`config.mk`:
```
export PLATFORM = sky130hd
export DESIGN_NAME = switch_global_ctrl_storm_led
export DESIGN_NICKNAME = d
export VERILOG_FILES = /design/src/hdl/swctl_pkg.sv /design/src/hdl/storm_if.sv /design/src/hdl/storm_meter.sv /design/src/hdl/switch_global_ctrl_storm_led.sv
export SDC_FILE = /design/constraint.sdc
export NUM_CORES = 1
export LEC_CHECK = 0
export BUFFER_PORTS_ARGS = -buffer_cell sky130_fd_sc_hd__buf_2
export CAP_MARGIN = 0
export CORE_AREA = 2 2 152 154
export CTS_CLUSTER_DIAMETER = 150
export CTS_CLUSTER_SIZE = 28
export DETAILED_ROUTE_END_ITERATION = 10
export DIE_AREA = 0 0 154 156
export PLACE_DENSITY = 0.66
export SYNTH_ARGS = -nofsm -noshare
export SYNTH_HDL_FRONTEND = slang
export SYNTH_HIERARCHICAL = 1
export SYNTH_SLANG_ARGS = --single-unit
```
`constraint.sdc`:
```
create_clock -name mclk -period 4.9 [get_ports mclk]
set_input_delay 0.49 -clock mclk [delete_from_list [all_inputs] [get_ports mclk]]
set_output_delay 0.49 -clock mclk [all_outputs]
set_load 0.05 [all_outputs]
```
`src/hdl/swctl_pkg.sv`:
```
// Package for the switch global control register bank.
// Assumes a single 100 MHz clock and a word-per-register AHB-Lite map.
// Summary of operation
// - Control bit 7 enables half-duplex back pressure on the switch MII.
// - Control bit 6 selects switch MII duplex: one half, zero full.
// - Duplex bit resets to the duplex strap level; low means full duplex.
// - Control bit 5 enables full-duplex flow control on the switch MII.
// - Flow control bit resets to the flow control strap level.
// - Control bit 4 selects speed: one is 10Mbps, zero is 100Mbps.
// - Speed bit resets to the speed strap level; high means 10 megabit.
// - Control bit 3 replaces a null VLAN ID with the port VLAN ID.
// - Storm limit is 11 bits: [10:8] in control, [7:0] in next register.
// - Storm limit counts 64-byte blocks per input port per interval.
// - Interval is 50 ms at 100 megabit and 500 ms at 10 megabit.
// - Storm limit resets to 0x4a with upper bits 000.
// - Three factory-test registers reset to 0x24, 0x28, 0x24; host leaves them.
// - Indirect control bit 1 selects LED mode; default from a strap pin.
package swctl_pkg;
  // Register index; the link control word takes index 6 so it does not share 7
  localparam logic [5:0]  IDX_LINK_CTRL  = 6'h06;
  localparam logic [5:0]  IDX_STORM_LOW  = 6'h07;
  localparam logic [5:0]  IDX_FTEST_A    = 6'h08;
  localparam logic [5:0]  IDX_FTEST_B    = 6'h09;
  localparam logic [5:0]  IDX_FTEST_C    = 6'h0a;
  localparam logic [5:0]  IDX_IND_CTRL   = 6'h0b;
  localparam logic [5:0]  IDX_STORM_STAT = 6'h0c;
  // Byte address is four times the register index
  localparam logic [7:0]  OFS_LINK_CTRL  = {IDX_LINK_CTRL, 2'b00};
  localparam logic [7:0]  OFS_STORM_LOW  = {IDX_STORM_LOW, 2'b00};
  localparam logic [7:0]  OFS_FTEST_A    = {IDX_FTEST_A, 2'b00};
  localparam logic [7:0]  OFS_FTEST_B    = {IDX_FTEST_B, 2'b00};
  localparam logic [7:0]  OFS_FTEST_C    = {IDX_FTEST_C, 2'b00};
  localparam logic [7:0]  OFS_IND_CTRL   = {IDX_IND_CTRL, 2'b00};
  localparam logic [7:0]  OFS_STORM_STAT = {IDX_STORM_STAT, 2'b00};
  localparam int          BIT_BACKPRESS  = 7;
  localparam int          BIT_HALF_DUP   = 6;
  localparam int          BIT_FLOW_CTRL  = 5;
  localparam int          BIT_SPEED_10   = 4;
  localparam int          BIT_VID_SUBST  = 3;
  localparam int          BIT_LED_MODE   = 1;
  localparam int          BIT_TEST_PWR   = 0;
  localparam int          BIT_FACT_SET   = 2;
  localparam logic [7:0]  RST_LINK_CTRL  = 8'h00;
  localparam logic [7:0]  RST_STORM_LOW  = 8'h4a;
  localparam logic [7:0]  RST_FTEST_A    = 8'h24;
  localparam logic [7:0]  RST_FTEST_B    = 8'h28;
  localparam logic [7:0]  RST_FTEST_C    = 8'h24;
  localparam logic [7:0]  RST_IND_CTRL   = 8'h00;
  localparam logic [7:0]  IND_WR_MASK    = 8'h07;
  localparam int          BLOCK_BYTES    = 64;
  localparam int          CLK_MHZ        = 100;
  localparam int          INTV_100_MS    = 50;
  localparam int          INTV_10_MS     = 500;
  localparam int          INTV_100_CYC   = INTV_100_MS * 1000 * CLK_MHZ;
  localparam int          INTV_10_CYC    = INTV_10_MS * 1000 * CLK_MHZ;
  localparam int          NPORTS         = 5;
endpackage

```
`src/hdl/storm_if.sv`:
```
// Interface joining the register bank to the per-port storm meter.
// Assumes one clock domain shared by both ends.
`timescale 1ns/100ps
interface storm_if;
  logic [10:0] limit;
  logic        speed_10;
  logic [4:0]  bcast_block;
  logic [4:0]  port_drop;
  modport bank  (output limit, output speed_10, output bcast_block, input port_drop);
  modport meter (input limit, input speed_10, input bcast_block, output port_drop);
endinterface

```
`src/hdl/storm_meter.sv`:
```
// Broadcast storm meter: per-port 64-byte block counts within a timed interval.
// Assumes one pulse on bcast_block per broadcast 64-byte block received.
`timescale 1ns/100ps
module storm_meter #(
  parameter int INTV_100 = swctl_pkg::INTV_100_CYC,
  parameter int INTV_10  = swctl_pkg::INTV_10_CYC
) (
  input wire logic mclk,
  input wire logic rst_n,
  storm_if.meter   sif
);
  logic [28:0] tick_reg, tick_next;
  logic [10:0] cnt_reg [swctl_pkg::NPORTS];
  logic [10:0] cnt_next [swctl_pkg::NPORTS];
  logic [4:0]  drop_reg, drop_next;
  logic        wrap;

  always_comb begin
    // Interval length follows the switch speed; a change takes effect at once in the wrap compare
    wrap      = sif.speed_10 ? (tick_reg >= 29'(INTV_10 - 1))
                             : (tick_reg >= 29'(INTV_100 - 1));
    tick_next = wrap ? 29'h0 : tick_reg + 29'h1;
    for (int p = 0; p < swctl_pkg::NPORTS; p++) begin
      cnt_next[p]  = cnt_reg[p];
      drop_next[p] = drop_reg[p];
      if (wrap) begin
        cnt_next[p]  = 11'h0;
        drop_next[p] = 1'b0;
      end else if (sif.bcast_block[p] && !drop_reg[p]) begin
        cnt_next[p] = cnt_reg[p] + 11'h1;
        if (cnt_reg[p] + 11'h1 >= sif.limit)
          drop_next[p] = 1'b1;
      end
    end
  end

  always_ff @(posedge mclk or negedge rst_n) begin
    if (!rst_n) begin
      tick_reg <= 29'h0;
      drop_reg <= 5'h0;
      for (int p = 0; p < swctl_pkg::NPORTS; p++)
        cnt_reg[p] <= 11'h0;
    end else begin
      tick_reg <= tick_next;
      drop_reg <= drop_next;
      cnt_reg  <= cnt_next;
    end
  end

  assign sif.port_drop = drop_reg;
endmodule // storm_meter

```
`src/hdl/switch_global_ctrl_storm_led.sv`:
```
// Global switch control register bank with storm meter and LED mapping.
// Assumes an AHB-Lite master, synchronous strap and port status inputs.
`timescale 1ns/100ps
module switch_global_ctrl_storm_led #(
  parameter int INTV_100 = swctl_pkg::INTV_100_CYC,
  parameter int INTV_10  = swctl_pkg::INTV_10_CYC
) (
  input  wire logic        mclk,
  input  wire logic        rst_n,
  input  wire logic        hsel,
  input  wire logic [31:0] haddr,
  input  wire logic [1:0]  htrans,
  input  wire logic        hwrite,
  input  wire logic [2:0]  hsize,
  input  wire logic [31:0] hwdata,
  input  wire logic        hready,
  output logic      [31:0] hrdata,
  output logic             hreadyout,
  output logic             hresp,
  input  wire logic        duplex_strap_pin,
  input  wire logic        flow_ctrl_strap_pin,
  input  wire logic        speed_strap_pin,
  input  wire logic        led_mode_strap_pin,
  input  wire logic [4:0]  bcast_block,
  input  wire logic        link_up,
  input  wire logic        activity,
  input  wire logic        collision,
  input  wire logic        null_vid,
  input  wire logic [11:0] frame_vid,
  input  wire logic [11:0] port_vid,
  output logic             mii_backpressure_en,
  output logic             mii_half_duplex,
  output logic             mii_flow_ctrl_en,
  output logic             mii_speed_10,
  output logic             special_test_power_mode,
  output logic [11:0]      out_vid,
  output logic [4:0]       bcast_drop,
  output logic             port_led_two,
  output logic             port_led_one,
  output logic             port_led_zero
);
  storm_if sif ();

  logic [7:0]  link_reg, link_next;
  logic [7:0]  slow_reg, slow_next;
  logic [7:0]  fta_reg, fta_next;
  logic [7:0]  ftb_reg, ftb_next;
  logic [7:0]  ftc_reg, ftc_next;
  logic [7:0]  ind_reg, ind_next;
  logic        strap_done_reg, strap_done_next;
  logic        wpend_reg, wpend_next;
  logic [7:0]  waddr_reg, waddr_next;
  logic [31:0] hrdata_reg, hrdata_next;
  logic [7:0]  outs_reg, outs_next;
  logic [11:0] vid_reg, vid_next;
  logic [4:0]  drop_reg;
  logic [2:0]  led_reg, led_next;
  logic        aphase;

  function automatic logic [7:0] read_mux(input logic [7:0] a);
    case (a)
      swctl_pkg::OFS_LINK_CTRL:  read_mux = link_reg;
      swctl_pkg::OFS_STORM_LOW:  read_mux = slow_reg;
      swctl_pkg::OFS_FTEST_A:    read_mux = fta_reg;
      swctl_pkg::OFS_FTEST_B:    read_mux = ftb_reg;
      swctl_pkg::OFS_FTEST_C:    read_mux = ftc_reg;
      swctl_pkg::OFS_IND_CTRL:   read_mux = ind_reg;
      swctl_pkg::OFS_STORM_STAT: read_mux = {3'h0, sif.port_drop};
      default:                   read_mux = 8'h00;
    endcase
  endfunction

  assign aphase = hsel && hready && htrans[1];

  // Bus and register state
  always_comb begin
    link_next       = link_reg;
    slow_next       = slow_reg;
    fta_next        = fta_reg;
    ftb_next        = ftb_reg;
    ftc_next        = ftc_reg;
    ind_next        = ind_reg;
    strap_done_next = 1'b1;
    wpend_next      = aphase && hwrite;
    waddr_next      = aphase ? haddr[7:0] : waddr_reg;
    hrdata_next     = hrdata_reg;
    // Straps caught on the first edge after reset release only
    if (!strap_done_reg) begin
      link_next[swctl_pkg::BIT_HALF_DUP]  = duplex_strap_pin;
      link_next[swctl_pkg::BIT_FLOW_CTRL] = flow_ctrl_strap_pin;
      link_next[swctl_pkg::BIT_SPEED_10]  = speed_strap_pin;
      ind_next[swctl_pkg::BIT_LED_MODE]   = led_mode_strap_pin;
    end
    if (wpend_reg) begin
      case (waddr_reg)
        swctl_pkg::OFS_LINK_CTRL: link_next = hwdata[7:0];
        swctl_pkg::OFS_STORM_LOW: slow_next = hwdata[7:0];
        swctl_pkg::OFS_FTEST_A:   fta_next  = hwdata[7:0];
        swctl_pkg::OFS_FTEST_B:   ftb_next  = hwdata[7:0];
        swctl_pkg::OFS_FTEST_C:   ftc_next  = hwdata[7:0];
        // Upper bits of this register are read-only zero
        swctl_pkg::OFS_IND_CTRL:  ind_next  = hwdata[7:0] & swctl_pkg::IND_WR_MASK;
        default:                  ;
      endcase
    end
    // A read in the same cycle as a write completion sees the old contents
    if (aphase && !hwrite)
      hrdata_next = {24'h0, read_mux(haddr[7:0])};
  end

  always_ff @(posedge mclk or negedge rst_n) begin
    if (!rst_n) begin
      link_reg       <= swctl_pkg::RST_LINK_CTRL;
      slow_reg       <= swctl_pkg::RST_STORM_LOW;
      fta_reg        <= swctl_pkg::RST_FTEST_A;
      ftb_reg        <= swctl_pkg::RST_FTEST_B;
      ftc_reg        <= swctl_pkg::RST_FTEST_C;
      ind_reg        <= swctl_pkg::RST_IND_CTRL;
      strap_done_reg <= 1'b0;
      wpend_reg      <= 1'b0;
      waddr_reg      <= 8'h00;
      hrdata_reg     <= 32'h0;
    end else begin
      link_reg       <= link_next;
      slow_reg       <= slow_next;
      fta_reg        <= fta_next;
      ftb_reg        <= ftb_next;
      ftc_reg        <= ftc_next;
      ind_reg        <= ind_next;
      strap_done_reg <= strap_done_next;
      wpend_reg      <= wpend_next;
      waddr_reg      <= waddr_next;
      hrdata_reg     <= hrdata_next;
    end
  end

  assign sif.limit       = {link_reg[2:0], slow_reg};
  assign sif.speed_10    = link_reg[swctl_pkg::BIT_SPEED_10];
  assign sif.bcast_block = bcast_block;

  storm_meter #(
    .INTV_100 (INTV_100),
    .INTV_10  (INTV_10)
  ) u_meter (
    .mclk  (mclk),
    .rst_n (rst_n),
    .sif   (sif)
  );

  // Datapath controls, registered so every output leaves a flip-flop
  always_comb begin
    outs_next    = 8'h00;
    outs_next[0] = link_reg[swctl_pkg::BIT_BACKPRESS];
    outs_next[1] = link_reg[swctl_pkg::BIT_HALF_DUP];
    outs_next[2] = link_reg[swctl_pkg::BIT_FLOW_CTRL];
    outs_next[3] = link_reg[swctl_pkg::BIT_SPEED_10];
    outs_next[4] = ind_reg[swctl_pkg::BIT_TEST_PWR];
    vid_next     = (link_reg[swctl_pkg::BIT_VID_SUBST] && null_vid) ? port_vid
                                                                   : frame_vid;
    // Mode 0: link/act, duplex/col, speed; mode 1: 100 link, 10 link, full duplex
    if (ind_reg[swctl_pkg::BIT_LED_MODE]) begin
      led_next[2] = link_up && !link_reg[swctl_pkg::BIT_SPEED_10] && !activity;
      led_next[1] = link_up && link_reg[swctl_pkg::BIT_SPEED_10] && !activity;
      led_next[0] = link_reg[swctl_pkg::BIT_HALF_DUP];
    end else begin
      led_next[2] = !(link_up && !activity);
      led_next[1] = link_reg[swctl_pkg::BIT_HALF_DUP] || collision;
      led_next[0] = link_reg[swctl_pkg::BIT_SPEED_10];
    end
    // LEDs are active low in mode 1 too; the pin drives the cathode
    if (ind_reg[swctl_pkg::BIT_LED_MODE]) begin
      led_next[2] = !led_next[2];
      led_next[1] = !led_next[1];
    end
  end

  always_ff @(posedge mclk or negedge rst_n) begin
    if (!rst_n) begin
      outs_reg <= 8'h00;
      vid_reg  <= 12'h000;
      drop_reg <= 5'h00;
      led_reg  <= 3'h7;
    end else begin
      outs_reg <= outs_next;
      vid_reg  <= vid_next;
      drop_reg <= sif.port_drop;
      led_reg  <= led_next;
    end
  end

  assign hrdata                  = hrdata_reg;
  assign hreadyout               = 1'b1;
  assign hresp                   = 1'b0;
  assign mii_backpressure_en     = outs_reg[0];
  assign mii_half_duplex         = outs_reg[1];
  assign mii_flow_ctrl_en        = outs_reg[2];
  assign mii_speed_10            = outs_reg[3];
  assign special_test_power_mode = outs_reg[4];
  assign out_vid                 = vid_reg;
  assign bcast_drop              = drop_reg;
  assign port_led_two            = led_reg[2];
  assign port_led_one            = led_reg[1];
  assign port_led_zero           = led_reg[0];
endmodule // switch_global_ctrl_storm_led

```
# Word level (Yosys, flattened, before mapping)
# Index checks and enable logic that the tools add are counted.
word_totals:
  register_bits: 175
  inputBits: 111
  output_inout_bits: 59
  elab_cells: 138
classes:
  n_addsub: 6
  order_cmp: 7
  eq_ne: 13
  n_mux: 37
  reduce_logical: 48
ops:
  columns: ["cell", "n"]
  rows:
  - ["$mux 11", 10]
  - ["$eq 8x6->1 const B", 9]
  - ["$pmux 8 s7", 1]
  - ["$add 11x1->11 const B", 5]
  - ["$ge 11x11->1", 5]
  - ["$eq 8x5->1 const B", 4]
  - ["$add 29x1->29 const B", 1]
  - ["$ge 29x23->1 const B", 1]
  - ["$ge 29x26->1 const B", 1]
  - ["$mux 29", 1]
  - ["$reduce_and 2->1", 11]
  - ["$reduce_bool 2->1", 10]
  - ["$mux 1", 17]
  - ["$logic_and 1x1->1", 15]
  - ["$mux 7", 2]
  - ["$mux 12", 1]
  - ["$logic_not 1->1", 11]
  - ["$mux 2", 3]
  - ["$mux 3", 2]
  - ["$logic_or 1x1->1", 1]

# Logic depth before layout (Yosys ltp)
# Gate-level depths: netlist of run 1.
depth:
  ltp_word: 6
  ltp_mapped: 12
  ltp_nobuf: 12

# Hierarchy
# The synthesis of run 1 kept the hierarchy.
by_module_without_submodules:
  columns: ["module", "n_inst", "cells_each", "area_each_um2", "seq_area_each_um2"]
  rows:
  - ["storm_meter", 1, 667, 6040.8, 2227.1]
  - ["switch_global_ctrl_storm_led", 1, 295, 3910.0, 2167.1]

# Worst setup path after synthesis of run 1
# No wires, ideal clock.
synth_path:
  kind: "reg-to-reg"
  from: "register u_meter/cnt_reg[0] in the netlist's numbering"
  to: "register u_meter.drop_reg[4] (netlist: u_meter/sif.port_drop[4])"
  setup_ns: 0.121
  arrival_ns: 2.324
  required_time_ns: 4.779
  path_slack_ns: 2.455
  path_stages_with_launch: 12
  path_buffers: 0
  synth_period_minus_slack_ns: 2.445
  cell_sequence: "dfrtp_1 ha_1 nand3_1 or2_2 nor2_1 nand3_1 xnor2_1 ha_1 a211oi_1 o211ai_1 a21oi_1 nor2_1"
synth_between:
  elab_chain_len: 4
synth_lines:
  columns: ["element", "line", "rtl"]
  rows:
  - ["start, declared", "storm_meter.sv:13", "logic [10:0] cnt_reg [swctl_pkg::NPORTS];"]
  - ["start signal, assigned", "storm_meter.sv:46", "cnt_reg <= cnt_next;"]
  - ["$add 11x1->11", "storm_meter.sv:31", "if (cnt_reg[p] + 11'h1 >= sif.limit)"]
  - ["$ge 11x11->1", "storm_meter.sv:31", null]
  - ["$reduce_bool 2->1 (no source line)", null, null]
  - ["$reduce_and 2->1 (no source line)", null, null]
  - ["end signal, assigned", "storm_meter.sv:45", "drop_reg <= drop_next;"]
  - ["end, declared", "storm_meter.sv:15", "logic [4:0] drop_reg, drop_next;"]
# No other way between the ends.
# A chain may end at the register's enable or synchronous reset.

# Final worst setup path of run 1
# Same ends and word-level chain as after synthesis.

==> results of run 1 <==
cell families after synthesis:
group,Yosys count,synth area share
muxes,78,0.0883
buffers and inverters,81,0.0450
other,3,0.00113
AOI/OAI and AO/OA,116,0.0796
adders and majority gates,61,0.0767
and+or+nand+nor,331,0.165
DFF,175,0.442
xor gates and xnor gates,117,0.103
how the worst max path moves through the flow:
| stage | start | cells past startpoint | to | slack (ps) |
|---|---|---|---|---|
| floorplan | u_meter/cnt_reg[0] | 11 | u_meter/sif.port_drop[4] | 2460 |
| finish | u_meter/cnt_reg[0] | 11 | u_meter/sif.port_drop[4] | 2110 |
| CTS | u_meter/tick_reg[20] | 6 | u_meter/cnt_reg[41] | 2120 |
| detailed placement | u_meter/cnt_reg[0] | 11 | u_meter/sif.port_drop[4] | 2140 |
| global placement | u_meter/tick_reg[20] | 6 | u_meter/sif.port_drop[1] | 2130 |
| global route | u_meter/cnt_reg[0] | 11 | u_meter/sif.port_drop[4] | 1880 |
worst max-delay path: stages, from the launching register on:
cell      delay, ps
dfrtp_1         420
ha_1            240
nand3_1         170
or2_2           370
nor2_1          250
nand3_1         130
xnor2_1         180
ha_1            270
a211oi_1        280
o211ai_1        140
a21oi_1         160
nor2_1           50
stage by stage:
stage	instances	hold WS, ps	total power, mW	cell area, um2
detailed placement	1314	385	1.90	10600
finish	1346	190	3.15	11100
global route	1346	267	3.29	11100
floorplan	989	194	1.80	10100
global placement	1314	388	1.89	10600
CTS	1346	229	3.20	11100
routing by layer:
layer	vias up	wire length, um	track usage
li1	3467	-	-
met1	3353	9690	0.244
met2	138	9650	0.289
met3	21	903	0.0314
met4	2	262	0.0552
met5	-	16	0
power by group:
part	total, mW	internal, mW	switching, mW
sequential	1.54	1.50	0.0371
combinational	0.334	0.105	0.229
clock	1.28	0.690	0.588
final cells by class:
| type | count | area, um2 | area share |
|---|---|---|---|
| Clock buffer | 21 | 460 | 0.0414 |
| Clock inverter | 11 | 97.6 | 0.00878 |
| Inverter | 27 | 101 | 0.00912 |
| Multi-Input combinational cell | 733 | 5210 | 0.469 |
| Sequential cell | 175 | 4390 | 0.395 |
| Tap cell | 285 | 357 | 0.0321 |
| Timing Repair Buffer | 94 | 497 | 0.0447 |
synth_stat cells (all sizes together), types with 6 or more instances:
| cell type | instances | area [um2] |
|---|---|---|
| mux2i | 9 | 90.1 |
| nand2b | 12 | 75.1 |
| nand3 | 40 | 200 |
| and3 | 9 | 61.3 |
| buf | 39 | 290 |
| nor2 | 135 | 514 |
| nand4 | 17 | 121 |
| nand2 | 64 | 243 |
| nor4 | 6 | 43.8 |
| clkbuf | 15 | 56.3 |
| o21ai | 18 | 90.1 |
| a22o | 6 | 52.6 |
| a211oi | 10 | 75.1 |
| a21o | 15 | 113 |
| inv | 27 | 101 |
| xnor2 | 61 | 534 |
| mux2 | 68 | 766 |
| o21a | 10 | 75.1 |
| dfrtp | 163 | 4080 |
| dfstp | 12 | 315 |
| ha | 61 | 763 |
| a21oi | 25 | 125 |
| o2111ai | 6 | 52.6 |
| xor2 | 56 | 490 |
| nor3 | 10 | 55.1 |
| nor2b | 7 | 43.8 |
==> results_dict.tcl, run 1 <==
set metrics [dict create \
    status "finished clean" \
    ys_async_sr_fraction 1.00 \
    irDropWorstVdd_mv 0.220 \
    hold_buffers 0 \
    diodes 0 \
    coreArea_mm2 0.0224 \
    wl_mm 20.5 \
    grt_setup_unrepaired "no" \
    required_ps 5200 \
    tns_ps 0 \
    clock_latency_ps 430 \
    max_cap_violations 0 \
    hold_viol 0 \
    place_ws_ps 2140 \
    die_area_mm2 0.0240 \
    num_vias 6981 \
    cp_max_fo 4 \
    routedWlPerCell_um 15.2 \
    dieHeight_um 156 \
    synthesis.instances 962 \
    cts_resized 0 \
    htreeDepth 4 \
    grt_use_total 0.178 \
    gp_congestion 0.847 \
    clockRootBuffer "clkbuf_16" \
    p_per_area_mw_per_mm2 283 \
    utilization 0.497 \
    nets 1220 \
    drt_pass1_iterations 4 \
    nFillCells 2055 \
    cts.clk_slew.worst_paths_ps 70 \
    period_share 0.570 \
    antenna_left 0 \
    slew_headroom 0.363 \
    post_cts_buffers 0 \
    synth_cell_type_count 65 \
    end_kind "register" \
    critPathKind "reg2reg" \
    io_buffers 91 \
    syn-cell-area_mm2 0.00995 \
    final_layout_size_suffix_gt1_frac 0.188 \
    reg2reg_depth 11 \
    setup_slack_ps 2110 \
    num_rows 55 \
    min_period_ps 2790 \
    layout_commonest_cell "dfrtp_1" \
    syn_to_final_growth_pct 11.7 \
    mostFrequentLayoutCells "dfrtp_1, nor2_1, buf_2, nand2_1" \
    drt_iter0_markers 379 \
    ys.flop_type "dfrtp_1" \
    overflow 0 \
    largest_reg_flops 55 \
    worst_pin_slew_ps 955 \
    reg2reg_to "u_meter/sif.port_drop[4]" \
    vias_per_cell 5.19 \
    cts_tree "yes" \
    cts_made_buffers 17 \
    io_pins 170 \
    synth_seq_cells 175 \
    dp_hpwl_mm 14.5 \
    grt_pass1_wl_mm 34.3 \
    r2r-start "u_meter/cnt_reg[0]" \
    drc 0 \
    clock-sinks 175 \
    initial_core_util 0.445 \
    slew_violations 0 \
    syn_avg_cell_area_um2 10.3 \
    grt_pass1_vias 6779 \
    clock.fmax_mhz 358 \
    cts_max_path_buffers 2 \
    startpoint_type "register" \
    r2r_setup_slack_ps 2110 \
    yosysWarnings 6 \
    worstPathArrival_ps 3100 \
    clock-skew-final_ps 12.0 \
    fp.dieW_um 154 \
    grt_antenna_before_repair 1 \
    synth_edf_count 0 \
    hold_class "in2async" \
    grt_max_degree 108 \
    setup_viol 0 \
    seq_area_frac_synth 0.442 \
    p_leak_nw 5.12 \
]
(Power assumes the default switching activity.)
==> inputs of run 2 (changes only) <==
==> constraint.sdc (replaced) <==
create_clock -name mclk -period 2.92 [get_ports mclk]
set_input_delay 0.292 -clock mclk [delete_from_list [all_inputs] [get_ports mclk]]
set_output_delay 0.292 -clock mclk [all_outputs]
set_load 0.05 [all_outputs]
==> results_dict.tcl, run 2 (synthesis gave the netlist of run 1 again) <==
set metrics [dict create \
    post_cts_buffers 0 \
    drt_iter0_markers 282 \
    fp.dieW_um 154 \
    setup_viol 0 \
    grt_use_total 0.184 \
    cp_max_fo 4 \
    mostFrequentLayoutCells "dfrtp_1, nor2_1, buf_2, nand2_1" \
    die_area_mm2 0.0240 \
    drt_pass1_iterations 4 \
    reg2reg_to "u_meter/sif.port_drop[3]" \
    worst_pin_slew_ps 593 \
    path_buf_inv 0 \
    min_period_ps 2660 \
    critPathKind "reg2reg" \
    drc 0 \
    cp_slowest_stage_delay_ps 410 \
    clock.fmax_mhz 376 \
    hold_slack_ps 60.9 \
    irDropWorstVdd_mv 0.422 \
    required_ps 3230 \
    end_kind "register" \
    hold_viol 0 \
    worstPathArrival_ps 2960 \
    final_layout_size_suffix_gt1_frac 0.192 \
    clockRootBuffer "clkbuf_16" \
    cp_top_family "compound AO/OA/AOI/OAI gates" \
    clock_latency_ps 440 \
    clock-skew-final_ps 10.0 \
    cts_tree "yes" \
    slew_violations 0 \
    overflow 0 \
    cts_max_path_buffers 2 \
    grt_setup_unrepaired "no" \
    clock-sinks 175 \
    largest_reg_flops 55 \
    slew_headroom 0.604 \
    power.total_mw 5.35 \
    dieHeight_um 156 \
    r2r_setup_slack_ps 260 \
    period_share 0.910 \
    startpoint_type "register" \
    holdPathStages 3 \
    grt_pass1_vias 7045 \
    cts.clk_slew.worst_paths_ps 70 \
    p_leak_nw 5.16 \
    cts_made_buffers 17 \
    vias_per_cell 5.23 \
    layout_commonest_cell "dfrtp_1" \
    routedWlPerCell_um 15.3 \
    utilization 0.501 \
    antenna_left 0 \
    htreeDepth 4 \
    max_cap_violations 0 \
    worstHoldStart "activity" \
    io_buffers 91 \
    syn_to_final_growth_pct 12.6 \
    grt_max_degree 76 \
    p_per_area_mw_per_mm2 478 \
    num_rows 55 \
    coreArea_mm2 0.0224 \
    whs_endpoint "led_reg[2]" \
    dp_hpwl_mm 14.6 \
    diodes 0 \
    grt_antenna_before_repair 1 \
    grt_pass1_wl_mm 35.3 \
    cpMaxStageDelayCell "dfrtp_1" \
    io_pins 170 \
    initial_core_util 0.445 \
    gp_congestion 0.838 \
    wl_mm 20.7 \
    reg2reg_depth 12 \
    num_vias 7056 \
    status "finished clean" \
    nets 1224 \
    crit_chain "ha_1, nand3_1, nor2_1, nand4_1, xnor2_1, ha_1, o21a_1, o21a_1, o21ai_0, a21oi_1, a21oi_1, nor2_1" \
    tns_ps 0 \
    nFillCells 2034 \
    r2r-start "u_meter/cnt_reg[11]" \
    hold_class "in2reg" \
]
run 2: cell types whose count changed in the layout (fill, tap and decap cells not counted), sizes merged:
cell | before | now
clkinv | 3 | 5
clkinvlp | 3 | 1
dlygate4sd3 | 0 | 1
clkbuf | 21 | 18
inv | 32 | 35
buf | 94 | 97
run 2: layout make-up:
class                           count  area (um2)  area share
Inverter                           27         101     0.00905
Tap cell                          285         357      0.0318
Sequential cell                   175        4390       0.392
Clock inverter                     14         148      0.0132
Multi-Input combinational cell    733        5220       0.466
Timing Repair Buffer               98         554      0.0495
Clock buffer                       18         429      0.0383
run 2: how the worst max path moves through the flow:
stage                     depth (start not counted)                  endpoint                 from  slack, ps
after detailed placement                         11  u_meter/sif.port_drop[4]   u_meter/cnt_reg[0]        150
after global routing                             12  u_meter/sif.port_drop[3]  u_meter/cnt_reg[11]         10
final                                            12  u_meter/sif.port_drop[3]  u_meter/cnt_reg[11]        260
after floorplan                                  11  u_meter/sif.port_drop[4]   u_meter/cnt_reg[0]        480
after global placement                           11  u_meter/sif.port_drop[4]   u_meter/cnt_reg[0]        260
after CTS                                        11  u_meter/sif.port_drop[4]   u_meter/cnt_reg[0]        120
run 2: repair_timing:
action                                  in CTS  in global routing
gates resized for setup                      0                  2
hold buffers                                 1                  0
endpoints found under the hold margin       52                  0
endpoints found under the setup margin       0                  1
run 2: stage by stage:
| stage | worst slack, ps | cells | area (um2) |
|---|---|---|---|
| floorplan | 475 | 989 | 10100 |
| global placement | 257 | 1317 | 10600 |
| detailed placement | 151 | 1317 | 10600 |
| CTS | 119 | 1350 | 11200 |
| global route | 10.3 | 1350 | 11200 |
| finish | 263 | 1350 | 11200 |
run 2: power by group:
group / leakage (nW) / internal, mW / switching [mW] / total (mW)
combinational: 2.61 / 0.182 / 0.384 / 0.566
sequential: 2.27 / 2.51 / 0.0632 / 2.58
clock: 0.280 / 1.14 / 1.07 / 2.21
total: 5.16 / 3.84 / 1.52 / 5.35
run 2: per-layer routing:
layer,vias to the layer above,wire length (um),track usage
met4,2,372,0.0676
met5,-,16,0
met2,153,9620,0.303
met1,3402,9820,0.245
li1,3472,-,-
met3,27,821,0.0322
run 2: worst min-delay path, stage by stage:
cell	delay, ps
buf_2	80
nor2b_1	40
nand2_1	50
==> inputs of run 3 (changes only) <==
--- a/config.mk
+++ b/config.mk
@@ -8,6 +8,7 @@
 export BUFFER_PORTS_ARGS = -buffer_cell sky130_fd_sc_hd__buf_2
 export CAP_MARGIN = 0
 export CORE_AREA = 2 2 152 154
+export CTS_BUF_LIST = sky130_fd_sc_hd__clkbuf_4 sky130_fd_sc_hd__clkbuf_8 sky130_fd_sc_hd__clkbuf_16
 export CTS_CLUSTER_DIAMETER = 150
 export CTS_CLUSTER_SIZE = 28
 export DETAILED_ROUTE_END_ITERATION = 10
@@ -17,3 +18,4 @@
 export SYNTH_HDL_FRONTEND = slang
 export SYNTH_HIERARCHICAL = 1
 export SYNTH_SLANG_ARGS = --single-unit
+export TNS_END_PERCENT = 5
==> results_dict.tcl, run 3 (synthesis gave the netlist of run 1 again) <==
set metrics [dict create \
    status "finished clean" \
    r2r-start "u_meter/cnt_reg[11]" \
    cts_max_path_buffers 2 \
    worst_pin_slew_ps 596 \
    dp.cells 1317 \
    grt_pass1_vias 7054 \
    clock.fmax_mhz 376 \
    layout_commonest_cell "dfrtp_1" \
    cpMaxStageDelayCell "dfrtp_1" \
    hold_class "in2reg" \
    clock-skew-final_ps 11.1 \
    cts_made_buffers 17 \
    whs_endpoint "led_reg[2]" \
    dieHeight_um 156 \
    overflow 0 \
    p_leak_nw 5.17 \
    routedWlPerCell_um 15.3 \
    num_rows 55 \
    cts.clk_slew.worst_paths_ps 70 \
    worstPathArrival_ps 2960 \
    setup_viol 0 \
    initial_core_util 0.445 \
    cp_slowest_stage_delay_ps 410 \
    power.total_mw 5.37 \
    post_cts_buffers 0 \
    num_vias 7022 \
    r2r_setup_slack_ps 260 \
    io_pins 170 \
    tns_ps 0 \
    reg2reg_depth 12 \
    grt_setup_unrepaired "no" \
    clockRootBuffer "clkbuf_16" \
    cp_top_family "compound AO/OA/AOI/OAI gates" \
    worstHoldStart "activity" \
    reg2reg_to "u_meter/sif.port_drop[3]" \
    drt_iter0_markers 273 \
    drt_pass1_iterations 4 \
    grt_use_total 0.184 \
    io_buffers 91 \
    critPathKind "reg2reg" \
    cp_max_fo 4 \
    holdPathStages 3 \
    slew_headroom 0.602 \
    htreeDepth 4 \
    fp.dieW_um 154 \
    max_cap_violations 0 \
    dp_hpwl_mm 14.6 \
    grt_antenna_before_repair 1 \
    vias_per_cell 5.20 \
    utilization 0.501 \
    wl_mm 20.6 \
    grt_pass1_wl_mm 35.3 \
    min_period_ps 2660 \
    grt_max_degree 76 \
    final_cells 1350 \
    p_per_area_mw_per_mm2 479 \
    gp_congestion 0.838 \
    largest_reg_flops 55 \
    hold_slack_ps 59.2 \
    antenna_left 0 \
    slew_violations 0 \
    die_area_mm2 0.0240 \
    required_ps 3230 \
    mostFrequentLayoutCells "dfrtp_1, nor2_1, buf_2, nand2_1" \
    crit_chain "ha_1, nand3_1, nor2_1, nand4_1, xnor2_1, ha_1, o21a_1, o21a_1, o21ai_0, a21oi_1, a21oi_1, nor2_1" \
    nets 1224 \
    period_share 0.910 \
    path_buf_inv 0 \
    final_layout_size_suffix_gt1_frac 0.193 \
    end_kind "register" \
    clock-sinks 175 \
    diodes 0 \
    coreArea_mm2 0.0224 \
    drc 0 \
    syn_to_final_growth_pct 12.6 \
    irDropWorstVdd_mv 0.424 \
    cts_tree "yes" \
    clock_latency_ps 440 \
    startpoint_type "register" \
    hold_viol 0 \
]
==> run 3: area by class of cell <==
type / instances / area, um2
fill: 2035 / 11200
multi-input combinational: 733 / 5220
sequential: 175 / 4390
timing repair buffer: 98 / 554
clock buffer: 18 / 433
tap: 285 / 357
clock inverter: 14 / 148
inverter: 27 / 101
==> run 3: metal layers <==
| layer | global-route usage | vias to the layer above | wire length (um) |
|---|---|---|---|
| li1 | - | 3468 | - |
| met1 | 0.244 | 3389 | 9790 |
| met2 | 0.302 | 138 | 9640 |
| met3 | 0.0322 | 25 | 834 |
| met4 | 0.0685 | 2 | 369 |
| met5 | 0 | - | 10 |
==> run 3: worst reg2reg max path: stages (launching register included) <==
cell	delay (ps)
dfrtp_1	410
ha_1	230
nand3_1	170
nor2_1	220
nand4_1	140
xnor2_1	190
ha_1	250
o21a_1	180
o21a_1	170
o21ai_0	210
a21oi_1	70
a21oi_1	230
nor2_1	60
==> run 3: power breakdown <==
part           leakage [nW]  internal, mW  total (mW)  switching (mW)
sequential             2.27          2.51        2.58          0.0631
clock                 0.284          1.15        2.22            1.08
combinational          2.61         0.182       0.566           0.384
==> run 3: what timing repair did <==
item                       CTS  global route
hold endpoints to repair    52             0
setup endpoints to repair    0             1
gates resized for setup      0             2
hold buffers                 1             0
==> run 3: worst max-delay path by stage <==
stage | start | end | depth (start not counted) | slack, ps
global placement | u_meter/cnt_reg[0] | u_meter/sif.port_drop[4] | 11 | 260
finish | u_meter/cnt_reg[11] | u_meter/sif.port_drop[3] | 12 | 260
global route | u_meter/cnt_reg[11] | u_meter/sif.port_drop[3] | 12 | 10
detailed placement | u_meter/cnt_reg[0] | u_meter/sif.port_drop[4] | 11 | 150
floorplan | u_meter/cnt_reg[0] | u_meter/sif.port_drop[4] | 11 | 480
CTS | u_meter/cnt_reg[0] | u_meter/sif.port_drop[4] | 11 | 120
==> run 3: through the flow <==
stage	instance area, um2	setup slack, ps
after floorplan	10100	475
after global placement	10600	257
after detailed placement	10600	151
after CTS	11200	119
after global routing	11200	10.3
final	11200	264
